<file path="config.mk">
export PLATFORM = sky130hd
export DESIGN_NAME = ulaoc_ctrl
export DESIGN_NICKNAME = d
export VERILOG_FILES = /design/src/ulaoc_pkg.sv /design/src/ulaoc_ctrl.sv
export SDC_FILE = /design/constraint.sdc
export NUM_CORES = 1
export LEC_CHECK = 0
export ABC_AREA = 1
export BUFFER_PORTS_ARGS = -buffer_cell sky130_fd_sc_hd__buf_2
export CAP_MARGIN = 10
export CORE_MARGIN = 2
export CORE_UTILIZATION = 50
export CTS_CLUSTER_SIZE = 20
export DETAILED_ROUTE_END_ITERATION = 12
export PLACE_DENSITY = 0.77
export SYNTH_ARGS = -nofsm -noshare
export SYNTH_HDL_FRONTEND = slang
export SYNTH_SLANG_ARGS = --single-unit
</file>
<file path="constraint.sdc">
create_clock -name clk -period 1.4 [get_ports clk]
set_input_delay 0.35 -clock clk [delete_from_list [all_inputs] [get_ports clk]]
set_output_delay 0.35 -clock clk [all_outputs]
set_load 0.02 [all_outputs]
</file>
<file path="src/ulaoc_pkg.sv">
// constants for the loopback and auxiliary output two control of one channel
// assumes one 100 MHz clock shared with the rest of the channel
//
// Summary of operation
// - modem_line_control bit 4 enables internal loopback, read/write, reset 0.
// - in loopback the serial transmit pin idles at marking level, logic 1.
// - in loopback the external serial receive pin is ignored.
// - in loopback the transmit shift output feeds the receive shift input.
// - in loopback the four external modem status pins are ignored.
// - in loopback DTR, RTS, aux one and aux two drive the status inputs.
// - in loopback DTR, RTS and aux output two sit inactive high; a shared pin set to baud clock or DMA keeps carrying it.
// - in loopback each transmitted character is received at once by this channel.
// - in loopback receive and transmit interrupts keep working from internal activity.
// - in loopback modem status interrupts come from control bits 3:0, still enabled-gated.
// - control bit 3 drives aux output two inverted; reset 0 gives logic 1.
// - aux output two shares a pin with baud clock and receive DMA, chosen by select.
// - after reset the shared pin carries aux output two.
// - in loopback aux output one sets ring indicator status bit 6.
package ulaoc_pkg;

    localparam int ADDR_W = 4;
    localparam int DATA_W = 8;

    // register offsets
    localparam logic [3:0] PFS_OFFSET = 4'h2;
    localparam logic [3:0] MLC_OFFSET = 4'h4;
    localparam logic [3:0] MSR_OFFSET = 4'h6;

    // modem_line_control fields
    localparam int MLC_DTR_BIT = 0;
    localparam int MLC_RTS_BIT = 1;
    localparam int MLC_AUX1_BIT = 2;
    localparam int MLC_AUX2_BIT = 3;
    localparam int MLC_LOOP_BIT = 4;
    localparam logic [7:0] MLC_RESET = 8'h00;

    // modem_status_register fields: deltas in 3:0, live levels in 7:4
    localparam int MSR_DCTS_BIT = 0;
    localparam int MSR_DDSR_BIT = 1;
    localparam int MSR_TERI_BIT = 2;
    localparam int MSR_DDCD_BIT = 3;
    localparam int MSR_CTS_BIT = 4;
    localparam int MSR_DSR_BIT = 5;
    localparam int MSR_RI_BIT = 6;
    localparam int MSR_DCD_BIT = 7;
    localparam logic [3:0] MSR_DELTA_RESET = 4'h0;

    // pin_function_select
    localparam int PFS_W = 2;
    typedef enum logic [PFS_W-1:0] {
        PFS_AUX_TWO = 2'h0,
        PFS_BAUD_CLK = 2'h1,
        PFS_RX_DMA = 2'h2
    } ulaoc_pin_fn_e;
    localparam logic [PFS_W-1:0] PFS_RESET = 2'h0;

endpackage
</file>
<file path="src/ulaoc_ctrl.sv">
// loopback and auxiliary output two control for one serial channel
// assumes the transmitter, receiver and interrupt logic of the channel sit around it

module ulaoc_ctrl
    import ulaoc_pkg::*;
(
    // clock and reset
    input wire logic clk,
    input wire logic reset_n,

    // register port
    input wire logic [ADDR_W-1:0] reg_addr,
    input wire logic [DATA_W-1:0] reg_wdata,
    input wire logic reg_write,
    input wire logic reg_read,
    output logic [DATA_W-1:0] reg_rdata,

    // channel data path
    input wire logic tx_shift_out,
    output logic rx_shift_in,

    // channel internal signals for the shared pin and interrupts
    input wire logic baud_clock_output,
    input wire logic receive_dma_request,
    input wire logic modem_irq_enable,
    input wire logic rx_irq_in,
    input wire logic tx_irq_in,
    output logic modem_irq,
    output logic rx_irq,
    output logic tx_irq,

    // serial pins
    output logic serial_tx_pin,
    input wire logic serial_rx_pin,

    // modem status pins, active low
    input wire logic cts_n_pin,
    input wire logic dsr_n_pin,
    input wire logic ri_n_pin,
    input wire logic dcd_n_pin,

    // modem control pins, active low
    output logic dtr_n_pin,
    output logic rts_n_pin,
    output logic shared_out_pin,

    // state seen by the rest of the channel
    output logic loopback_active
);

    logic [7:0] mlc_q;
    logic [PFS_W-1:0] pfs_q;
    logic [3:0] stat_now;
    logic [3:0] stat_q;
    logic [3:0] delta_q;
    logic [3:0] delta_set;
    logic msr_rd;
    logic loop_on;
    logic aux_two_level;
    logic shared_d;

    assign loop_on = mlc_q[MLC_LOOP_BIT];
    assign loopback_active = loop_on;
    assign msr_rd = reg_read && (reg_addr == MSR_OFFSET);

    // control register writes
    always_ff @(posedge clk or negedge reset_n) begin
        if (!reset_n) begin
            mlc_q <= MLC_RESET;
        end else if (reg_write && reg_addr == MLC_OFFSET) begin
            mlc_q <= reg_wdata;
        end
    end

    always_ff @(posedge clk or negedge reset_n) begin
        if (!reset_n) begin
            pfs_q <= PFS_RESET;
        end else if (reg_write && reg_addr == PFS_OFFSET) begin
            pfs_q <= reg_wdata[PFS_W-1:0];
        end
    end

    // live modem status, order cts, dsr, ri, dcd
    always_comb begin
        if (loop_on) begin
            stat_now[0] = mlc_q[MLC_RTS_BIT];
            stat_now[1] = mlc_q[MLC_DTR_BIT];
            stat_now[2] = mlc_q[MLC_AUX1_BIT];
            stat_now[3] = mlc_q[MLC_AUX2_BIT];
        end else begin
            stat_now[0] = ~cts_n_pin;
            stat_now[1] = ~dsr_n_pin;
            stat_now[2] = ~ri_n_pin;
            stat_now[3] = ~dcd_n_pin;
        end
    end

    always_ff @(posedge clk or negedge reset_n) begin
        if (!reset_n) begin
            stat_q <= MSR_DELTA_RESET;
        end else begin
            stat_q <= stat_now;
        end
    end

    // change detection, ring indicator reports its trailing edge only
    always_comb begin
        delta_set[0] = stat_now[0] ^ stat_q[0];
        delta_set[1] = stat_now[1] ^ stat_q[1];
        delta_set[2] = stat_q[2] & ~stat_now[2];
        delta_set[3] = stat_now[3] ^ stat_q[3];
    end

    // sticky deltas cleared by a status read; a new change wins over the clear
    always_ff @(posedge clk or negedge reset_n) begin
        if (!reset_n) begin
            delta_q <= MSR_DELTA_RESET;
        end else if (msr_rd) begin
            delta_q <= delta_set;
        end else begin
            delta_q <= delta_q | delta_set;
        end
    end

    assign modem_irq = modem_irq_enable && (delta_q != MSR_DELTA_RESET);

    // receive and transmit interrupts are not gated by loopback
    assign rx_irq = rx_irq_in;
    assign tx_irq = tx_irq_in;

    // read data stand in the cycle after the strobe
    always_ff @(posedge clk or negedge reset_n) begin
        if (!reset_n) begin
            reg_rdata <= 8'h00;
        end else if (reg_read) begin
            unique case (reg_addr)
                MLC_OFFSET: reg_rdata <= mlc_q;
                PFS_OFFSET: reg_rdata <= {6'h00, pfs_q};
                MSR_OFFSET: reg_rdata <= {stat_now[3], stat_now[2], stat_now[1], stat_now[0],
                    delta_q};
                default: reg_rdata <= 8'h00;
            endcase
        end else begin
            reg_rdata <= 8'h00;
        end
    end

    // serial pins and internal loop
    always_ff @(posedge clk or negedge reset_n) begin
        if (!reset_n) begin
            serial_tx_pin <= 1'b1;
        end else begin
            serial_tx_pin <= loop_on ? 1'b1 : tx_shift_out;
        end
    end

    always_ff @(posedge clk or negedge reset_n) begin
        if (!reset_n) begin
            rx_shift_in <= 1'b1;
        end else if (loop_on) begin
            rx_shift_in <= tx_shift_out;
        end else begin
            rx_shift_in <= serial_rx_pin;
        end
    end

    // modem control pins
    always_ff @(posedge clk or negedge reset_n) begin
        if (!reset_n) begin
            dtr_n_pin <= 1'b1;
            rts_n_pin <= 1'b1;
        end else begin
            dtr_n_pin <= loop_on | ~mlc_q[MLC_DTR_BIT];
            rts_n_pin <= loop_on | ~mlc_q[MLC_RTS_BIT];
        end
    end

    // shared output pin
    assign aux_two_level = loop_on | ~mlc_q[MLC_AUX2_BIT];

    always_comb begin
        unique case (pfs_q)
            PFS_BAUD_CLK: shared_d = baud_clock_output;
            PFS_RX_DMA: shared_d = receive_dma_request;
            default: shared_d = aux_two_level;
        endcase
    end

    always_ff @(posedge clk or negedge reset_n) begin
        if (!reset_n) begin
            shared_out_pin <= 1'b1;
        end else begin
            shared_out_pin <= shared_d;
        end
    end
endmodule

</file>
==> results of run 1 <==
placed cells by master, fill, tap and decap left out, types with 2 or more instances in the layout:
cell type	synthesis	layout
nand2_1	43	43
buf_2	0	38
dfrtp_1	26	25
nand3_1	18	18
inv_1	16	16
o21ai_0	9	9
a21oi_1	9	9
buf_4	3	6
clkbuf_4	0	5
dfstp_2	5	5
nor2_4	4	4
nor2_1	4	4
o21ai_2	3	3
or2_0	2	2
ha_1	2	2
power groups by stage:
stage               Combinational (µW)  Clock, µW  Sequential, µW
detailed placement                 445          0            1180
global route                       555        595            1150
CTS                                497        553            1140
floorplan                          261          0            1210
finish                             499        542            1140
global placement                   431          0            1170
metal layers:
metal,vias to the layer above,GRT usage,part of all wire
met4,0,0.1096,0.021
met3,10,0.05669,0.075
li1,579,-,-
met2,54,0.3005,0.48
met5,-,0,0
met1,540,0.2447,0.42
flip-flops by register name, indices dropped and copies added (netlist names):
name / cells
mlc_q: 8
reg_rdata: 8
delta_q: 4
stat_q: 4
pfs_q: 2
dtr_n_pin: 1
rts_n_pin: 1
rx_shift_in: 1
serial_tx_pin: 1
shared_out_pin: 1
per-stage QoR:
stage | cell area, µm² | hold WS [ps]
3_3_place_gp | 1620 | 374.6
2_1_floorplan | 1405 | 54.41
3_5_place_dp | 1620 | 378.6
6_report | 1713 | 5.166
4_1_cts | 1710 | 10.38
5_1_grt | 1713 | 17.00
cell families (layout without fill, tap and decap cells):
logic type      Yosys count  in the layout  share of synthesized area
fa+ha+maj                 2              2                    0.01781
simple gates             76             76                     0.2663
buf+inv                  20             68                    0.06679
flops                    31             31                     0.5565
compound gates           23             23                    0.09261
path summary, 6_finish.rpt:
check / endpoint / cells after the start / from
setup / recovery: modem_irq / 3 / delta_q[2]$_DFF_PN0_
hold / removal: delta_q[3]$_DFF_PN0_ / 2 / reset_n
setup reg to reg: delta_q[3]$_DFF_PN0_ / 4 / mlc_q[4]$_DFFE_PN0P_
hold reg to reg: rts_n_pin$_DFF_PN1_ / 1 / mlc_q[1]$_DFFE_PN0P_
max in group asynchronous: shared_out_pin$_DFF_PN1_ / 2 / reset_n
min in group clk: rx_shift_in$_DFF_PN1_ / 3 / serial_rx_pin
timing repair:
item,CTS,global route
setup endpoints to repair,2,2
resized for setup,2,1
setup buffers,3,0
hold buffers,0,0
layout make-up:
type | instances | area, µm² | share of cell area
clock buffer | 7 | 55.05 | 0.03214
clock inverter | 1 | 5.005 | 0.002922
inverter | 16 | 60.06 | 0.03506
multi-input combinational | 101 | 535.5 | 0.3126
sequential | 31 | 783.3 | 0.4573
tap | 31 | 38.79 | 0.02264
timing repair buffer | 44 | 235.2 | 0.1373
==> summary.md, run 1 <==
| Metric | Value |
|---|---|
| Status | complete, but fails checks |
| Failing checks | setup timing |
| Core region area | 0.002710 mm² |
| Initial antenna violation count | 0 |
| Rel. slew slack | 0.7501 |
| Top cells by count, synth | 43 x nand2_1, 26 x dfrtp_1, 18 x nand3_1 |
| Placed Cells | 220 |
| Synth unique cells | 21 |
| Die span in x | 57.01 µm |
| Maximum clock path buffer count | 2 |
| Crit path max-delay family | flip-flops |
| Ant. Diodes | 0 |
| Final Worst Setup Slack | -146.9 ps |
| First-pass GRT wire length | 4774 µm |
| CP max FO | 2 |
| Final period utilization | 1.105 |
| DP HPWL | 2128 µm |
| Clock Skews | 10.32 ps |
| CTS tree | built |
| Max stage delay on crit path | 400 ps |
| Avg Cell Area, Syn | 9.244 µm² |
| Async S/R FF share, synth | 1.000 |
| Fin Setup TNS | -146.9 ps |
| Critical path class | flip-flop to primary output |
| CTS H-tree depth | 2 |
| Fillcell total | 240 |
| Port Buffers | 39 |
| Share of layout cells above drive strength 1 | 0.3400 |
| Global-route congestion overflow total | 0 |
| Fin nets | 228 |
| Hold Crit Class | input port to asynchronous set/reset pin |
| Worst endpoint required time | 1050 ps |
| Worst-path clk slew | 100 ps |
| Die Height | 57.01 µm |
| IO Pins | 44 |
| TritonCTS buffer count | 5 |
| Overall power | 2179 µW |
| Post-synth net total | 181 |
| Fin. max-slew vios | 0 |
| Endpoints failing setup | 1 |
| GR Util All Layers | 0.1941 |
| VDD IR-drop max | 964.9 µV |
| Routed Antenna Nets | 0 |
| Area Overhead vs Synth | 21.91% |
| Die footprint | 0.003250 mm² |
| Mapped Area | 0.001405 mm² |
| Predominant post-synthesis flop cell | dfrtp_1 |
| Crit path max-delay cell type | dfrtp_1 |
| Total number of vias | 1183 |
| LEAKAGE | 0.0009078 µW |
| DR pass1 iterations | 4 |
| Clk root buf | clkbuf_4 |
| Sequential fraction of the synthesis area | 0.5565 |
| Number of max-cap violations | 0 |
| Clk sinks | 31 |
| Syn Inst Count | 152 |
| P per Cell Area | 1272 mW/mm² |
| Most common cell in the netlist | nand2_1 |
| Largest net degree at the start of global routing | 32 |
| Yosys warns | 0 |
| Buffers plus inverters on the worst setup path | 1 |
| Clk_lat worst skew | 330 ps |
| F_max | 646.5 MHz |
| Area contributors post-synth | dfrtp_1 46%, nand2_1 11%, dfstp_2 9.3%, nand3_1 6.4%, inv_1 4.3% |
| Flop2flop setup slack | 290 ps |
| Drt total wl | 2837 µm |
| Crit. End Element | primary output |
| Comb pwr share | 0.229 |
| Initial Util | 0.5185 |
| Critical path data arrival time | 1200 ps |
| RSZ-0062 raised after global routing | true |
| Core Util, Final | 0.6320 |
| Finished Layout Cells | 231 |
| Placer Congestion | 0.8165 |
| Sequential Power Share | 0.522 |
| EDFF count, synth | 0 |
| Vias in the first global route | 1114 |
| Worst-path cell chain | nor4_2 > nor2_1 > buf_2 |
| Seq cells post-synth | 31 |
| # DRC | 0 |
| Net Sw Frac | 0.3171 |
| Detailed Route Iter0 Violations | 27 |
| Clock group share of total power | 0.249 |
| Vias per inst | 5.121 |
| Row count | 19 |
| Top cell type's share of synthesized area | 0.4630 |
| Critical path startpoint category | flip-flop |
| Period minus WS final | 1547 ps |
| Per-cell routed wire length | 12.28 µm |
| Final hold vios | 0 |
| Worst Tran Pin Value | 374.9 ps |
| Setup slack at placement | 139.0 ps |
| Leading area contributor after synthesis | dfrtp_1 |
| Int Pwr | 1488 µW |
| Switching power | 690.9 µW |
No activity file was read; power rests on OpenSTA's default activity.
==> run 2, diff against run 1 <==
RECOVER_POWER = 50   (was not set)
==> run 2 against run 1 <==
  * The flow still finishes with violations (setup timing)
  * Non-clock buffer count stayed put
  * Worst hold slack better by 140 ps
  * Clock-buffer cell count stayed put
  * Clock power hardly changed
  * Clock skew hardly changed
  * Flip-flop and latch count stayed put
  * Global-route usage stayed put
  * Die area stayed put
  * Critical path type unchanged
==> summary.md, run 2 (synthesized netlist as in run 1, its figures left out) <==
| Metric | Value |
|---|---|
| Failing checks | setup timing (unchanged) |
| Leading cell type in the layout, fill and taps excluded | nand2_1 (unchanged) |
| LEAKAGE | 0.0008975 µW (was 0.0009078 µW) |
| RSZ-0062 raised after global routing | true (unchanged) |
| Fin. max-slew vios | 0 (unchanged) |
| Period minus WS final | 1546 ps (was 1547 ps) |
| Worst-path cell chain | nor4_2 > nor2_1 > buf_2 (unchanged) |
| Ant. Diodes | 0 (unchanged) |
| Die Height | 57.01 µm (unchanged) |
| Flop2flop setup slack | 110 ps (was 290 ps) |
| Vias in the first global route | 1114 (unchanged) |
| Row count | 19 (unchanged) |
| CTS H-tree depth | 2 (unchanged) |
| Worst Tran Pin Value | 732.5 ps (was 374.9 ps) |
| Hold Buf Count CTS | 0 (unchanged) |
| VDD IR-drop max | 963.4 µV (was 964.9 µV) |
| Status | complete, but fails checks (unchanged) |
| Core region area | 0.002710 mm² (unchanged) |
| Die footprint | 0.003250 mm² (unchanged) |
| Initial Util | 0.5185 (unchanged) |
| Critical path class | flip-flop to primary output (unchanged) |
| CTS tree | built (unchanged) |
| DR pass1 iterations | 4 (unchanged) |
| Crit. End Element | primary output (unchanged) |
| # DRC | 0 (unchanged) |
| Largest net degree at the start of global routing | 32 (unchanged) |
| Port Buffers | 39 (unchanged) |
| Clock group share of total power | 0.250 (was 0.249) |
| GR Util All Layers | 0.1941 (unchanged) |
| Clk_lat worst skew | 330 ps (about the same) |
| Rel. slew slack | 0.5117 (was 0.7501) |
| Final period utilization | 1.104 (was 1.105) |
| Placer Congestion | 0.8165 (unchanged) |
| Share of layout cells above drive strength 1 | 0.3150 (was 0.3400) |
| Critical path startpoint category | flip-flop (unchanged) |
| Hold Crit Class | input port to asynchronous set/reset pin (unchanged) |
| Clock Skews | 10.39 ps (was 10.32 ps) |
| Largest regs | mlc_q: 8 flops, reg_rdata: 8 flops (unchanged) |
| Comb pwr share | 0.225 (was 0.229) |
| Int Pwr | 1481 µW (was 1488 µW) |
| Maximum clock path buffer count | 2 (unchanged) |
| TritonCTS buffer count | 5 (unchanged) |
| Sequential Power Share | 0.526 (was 0.522) |
| R2R cell count | 4 (unchanged) |
| Final hold vios | 0 (unchanged) |
| Endpoints failing setup | 1 (unchanged) |
| Switching power | 683.6 µW (was 690.9 µW) |
| Area Overhead vs Synth | 20.04% (was 21.91%) |
| Net Sw Frac | 0.3158 (was 0.3171) |
| Finished Layout Cells | 231 (unchanged) |
| Fin nets | 228 (unchanged) |
| Detailed Route Iter0 Violations | 20 (was 27) |
| Placed Cells | 220 (unchanged) |
| Max stage delay on crit path | 400 ps (about the same) |
| First-pass GRT wire length | 4774 µm (unchanged) |
| CP max FO | 2 (unchanged) |
| Routed Antenna Nets | 0 (unchanged) |
| Number of max-cap violations | 0 (unchanged) |
| Final Worst Setup Slack | -145.8 ps (was -146.9 ps) |
| Vias per inst | 5.152 (was 5.121) |
| Per-cell routed wire length | 12.40 µm (was 12.28 µm) |
| Drt total wl | 2864 µm (was 2837 µm) |
| Critical path data arrival time | 1200 ps (about the same) |
| Initial antenna violation count | 0 (unchanged) |
| P per Cell Area | 1284 mW/mm² (was 1272 mW/mm²) |
| DP HPWL | 2128 µm (unchanged) |
| Worst-path clk slew | 100 ps (about the same) |
| Commonest non-fill, non-tap cells in the layout | 43 x nand2_1, 37 x buf_2, 25 x dfrtp_1, 18 x nand3_1, 16 x inv_1 (was 43 x nand2_1, 38 x buf_2, 25 x dfrtp_1, 18 x nand3_1, 16 x inv_1) |
| Clk sinks | 31 (unchanged) |
| Die span in x | 57.01 µm (unchanged) |
| Crit path max-delay cell type | dfrtp_1 (unchanged) |
| Overall power | 2165 µW (was 2179 µW) |
| Crit path max-delay family | flip-flops (unchanged) |
| IO Pins | 44 (unchanged) |
| F_max | 646.9 MHz (was 646.5 MHz) |
| Worst endpoint required time | 1050 ps (about the same) |
| Cell count along the critical path | 3 (unchanged) |
| Global-route congestion overflow total | 0 (unchanged) |
| Buffers plus inverters on the worst setup path | 1 (unchanged) |
| Total number of vias | 1190 (was 1183) |
| Clk root buf | clkbuf_4 (unchanged) |
| Fillcell total | 250 (was 240) |
==> run 2: cell types whose count changed in the layout (fill, tap and decap cells not counted), sizes merged <==
cell    change
buf         -3
clkbuf      +3
==> run 2: power groups by stage <==
stage | logic (µW) | clock network [µW] | registers [µW]
after floorplan | 261 | 0 | 1210
after global placement | 431 | 0 | 1170
after detailed placement | 445 | 0 | 1180
after CTS | 497 | 553 | 1140
after global routing | 542 | 595 | 1150
final | 486 | 540 | 1140
==> run 2: layout make-up <==
| type | instances | area [µm²] | share of cell area |
|---|---|---|---|
| clock inverter | 1 | 5.005 | 0.002967 |
| inverter | 16 | 60.06 | 0.03561 |
| multi-input combinational | 101 | 516.7 | 0.3064 |
| tap | 31 | 38.79 | 0.02300 |
| sequential | 31 | 783.3 | 0.4644 |
| clock buffer | 7 | 55.05 | 0.03264 |
| timing repair buffer | 44 | 227.7 | 0.1350 |
==> run 2: through the flow <==
stage / worst slack [ps] / area, µm² / util / TNS, ps / hold slack (ps)
floorplan: 279.6 / 1405 / - / 0 / 54.41
global placement: 183.3 / 1620 / 0.5979 / 0 / 374.6
detailed placement: 139.0 / 1620 / 0.5979 / 0 / 378.6
CTS: -167.8 / 1710 / 0.6311 / -167.8 / 10.38
global route: -253.8 / 1687 / 0.6223 / -253.8 / 183.6
finish: -145.8 / 1687 / 0.6223 / -145.8 / 142.5
==> run 2: layer usage <==
| layer | global-route usage | part of all wire | wire length, µm | up-vias |
|---|---|---|---|---|
| met1 | 0.2447 | 0.43 | 1236 | 549 |
| met2 | 0.3005 | 0.48 | 1377 | 53 |
| met4 | 0.1096 | 0.021 | 60 | 0 |
| met5 | 0 | 0 | 0 | - |
| li1 | - | - | - | 580 |
| met3 | 0.05669 | 0.066 | 189 | 8 |
==> run 2: final timing paths <==
kind,start,endpoint
min in group clk,serial_rx_pin,rx_shift_in$_DFF_PN1_
max in group asynchronous,reset_n,mlc_q[4]$_DFFE_PN0P_
max,delta_q[2]$_DFF_PN0_,modem_irq
min reg2reg,mlc_q[1]$_DFFE_PN0P_,rts_n_pin$_DFF_PN1_
min,reset_n,delta_q[3]$_DFF_PN0_
max reg2reg,mlc_q[4]$_DFFE_PN0P_,reg_rdata[4]$_DFF_PN0_
==> run 2: what timing repair did <==
item | 4_1_cts | 5_1_grt
cloned | 0 | 0
setup endpoints to repair | 2 | 2
resized for setup | 2 | 1
buffers inserted | 3 | 0
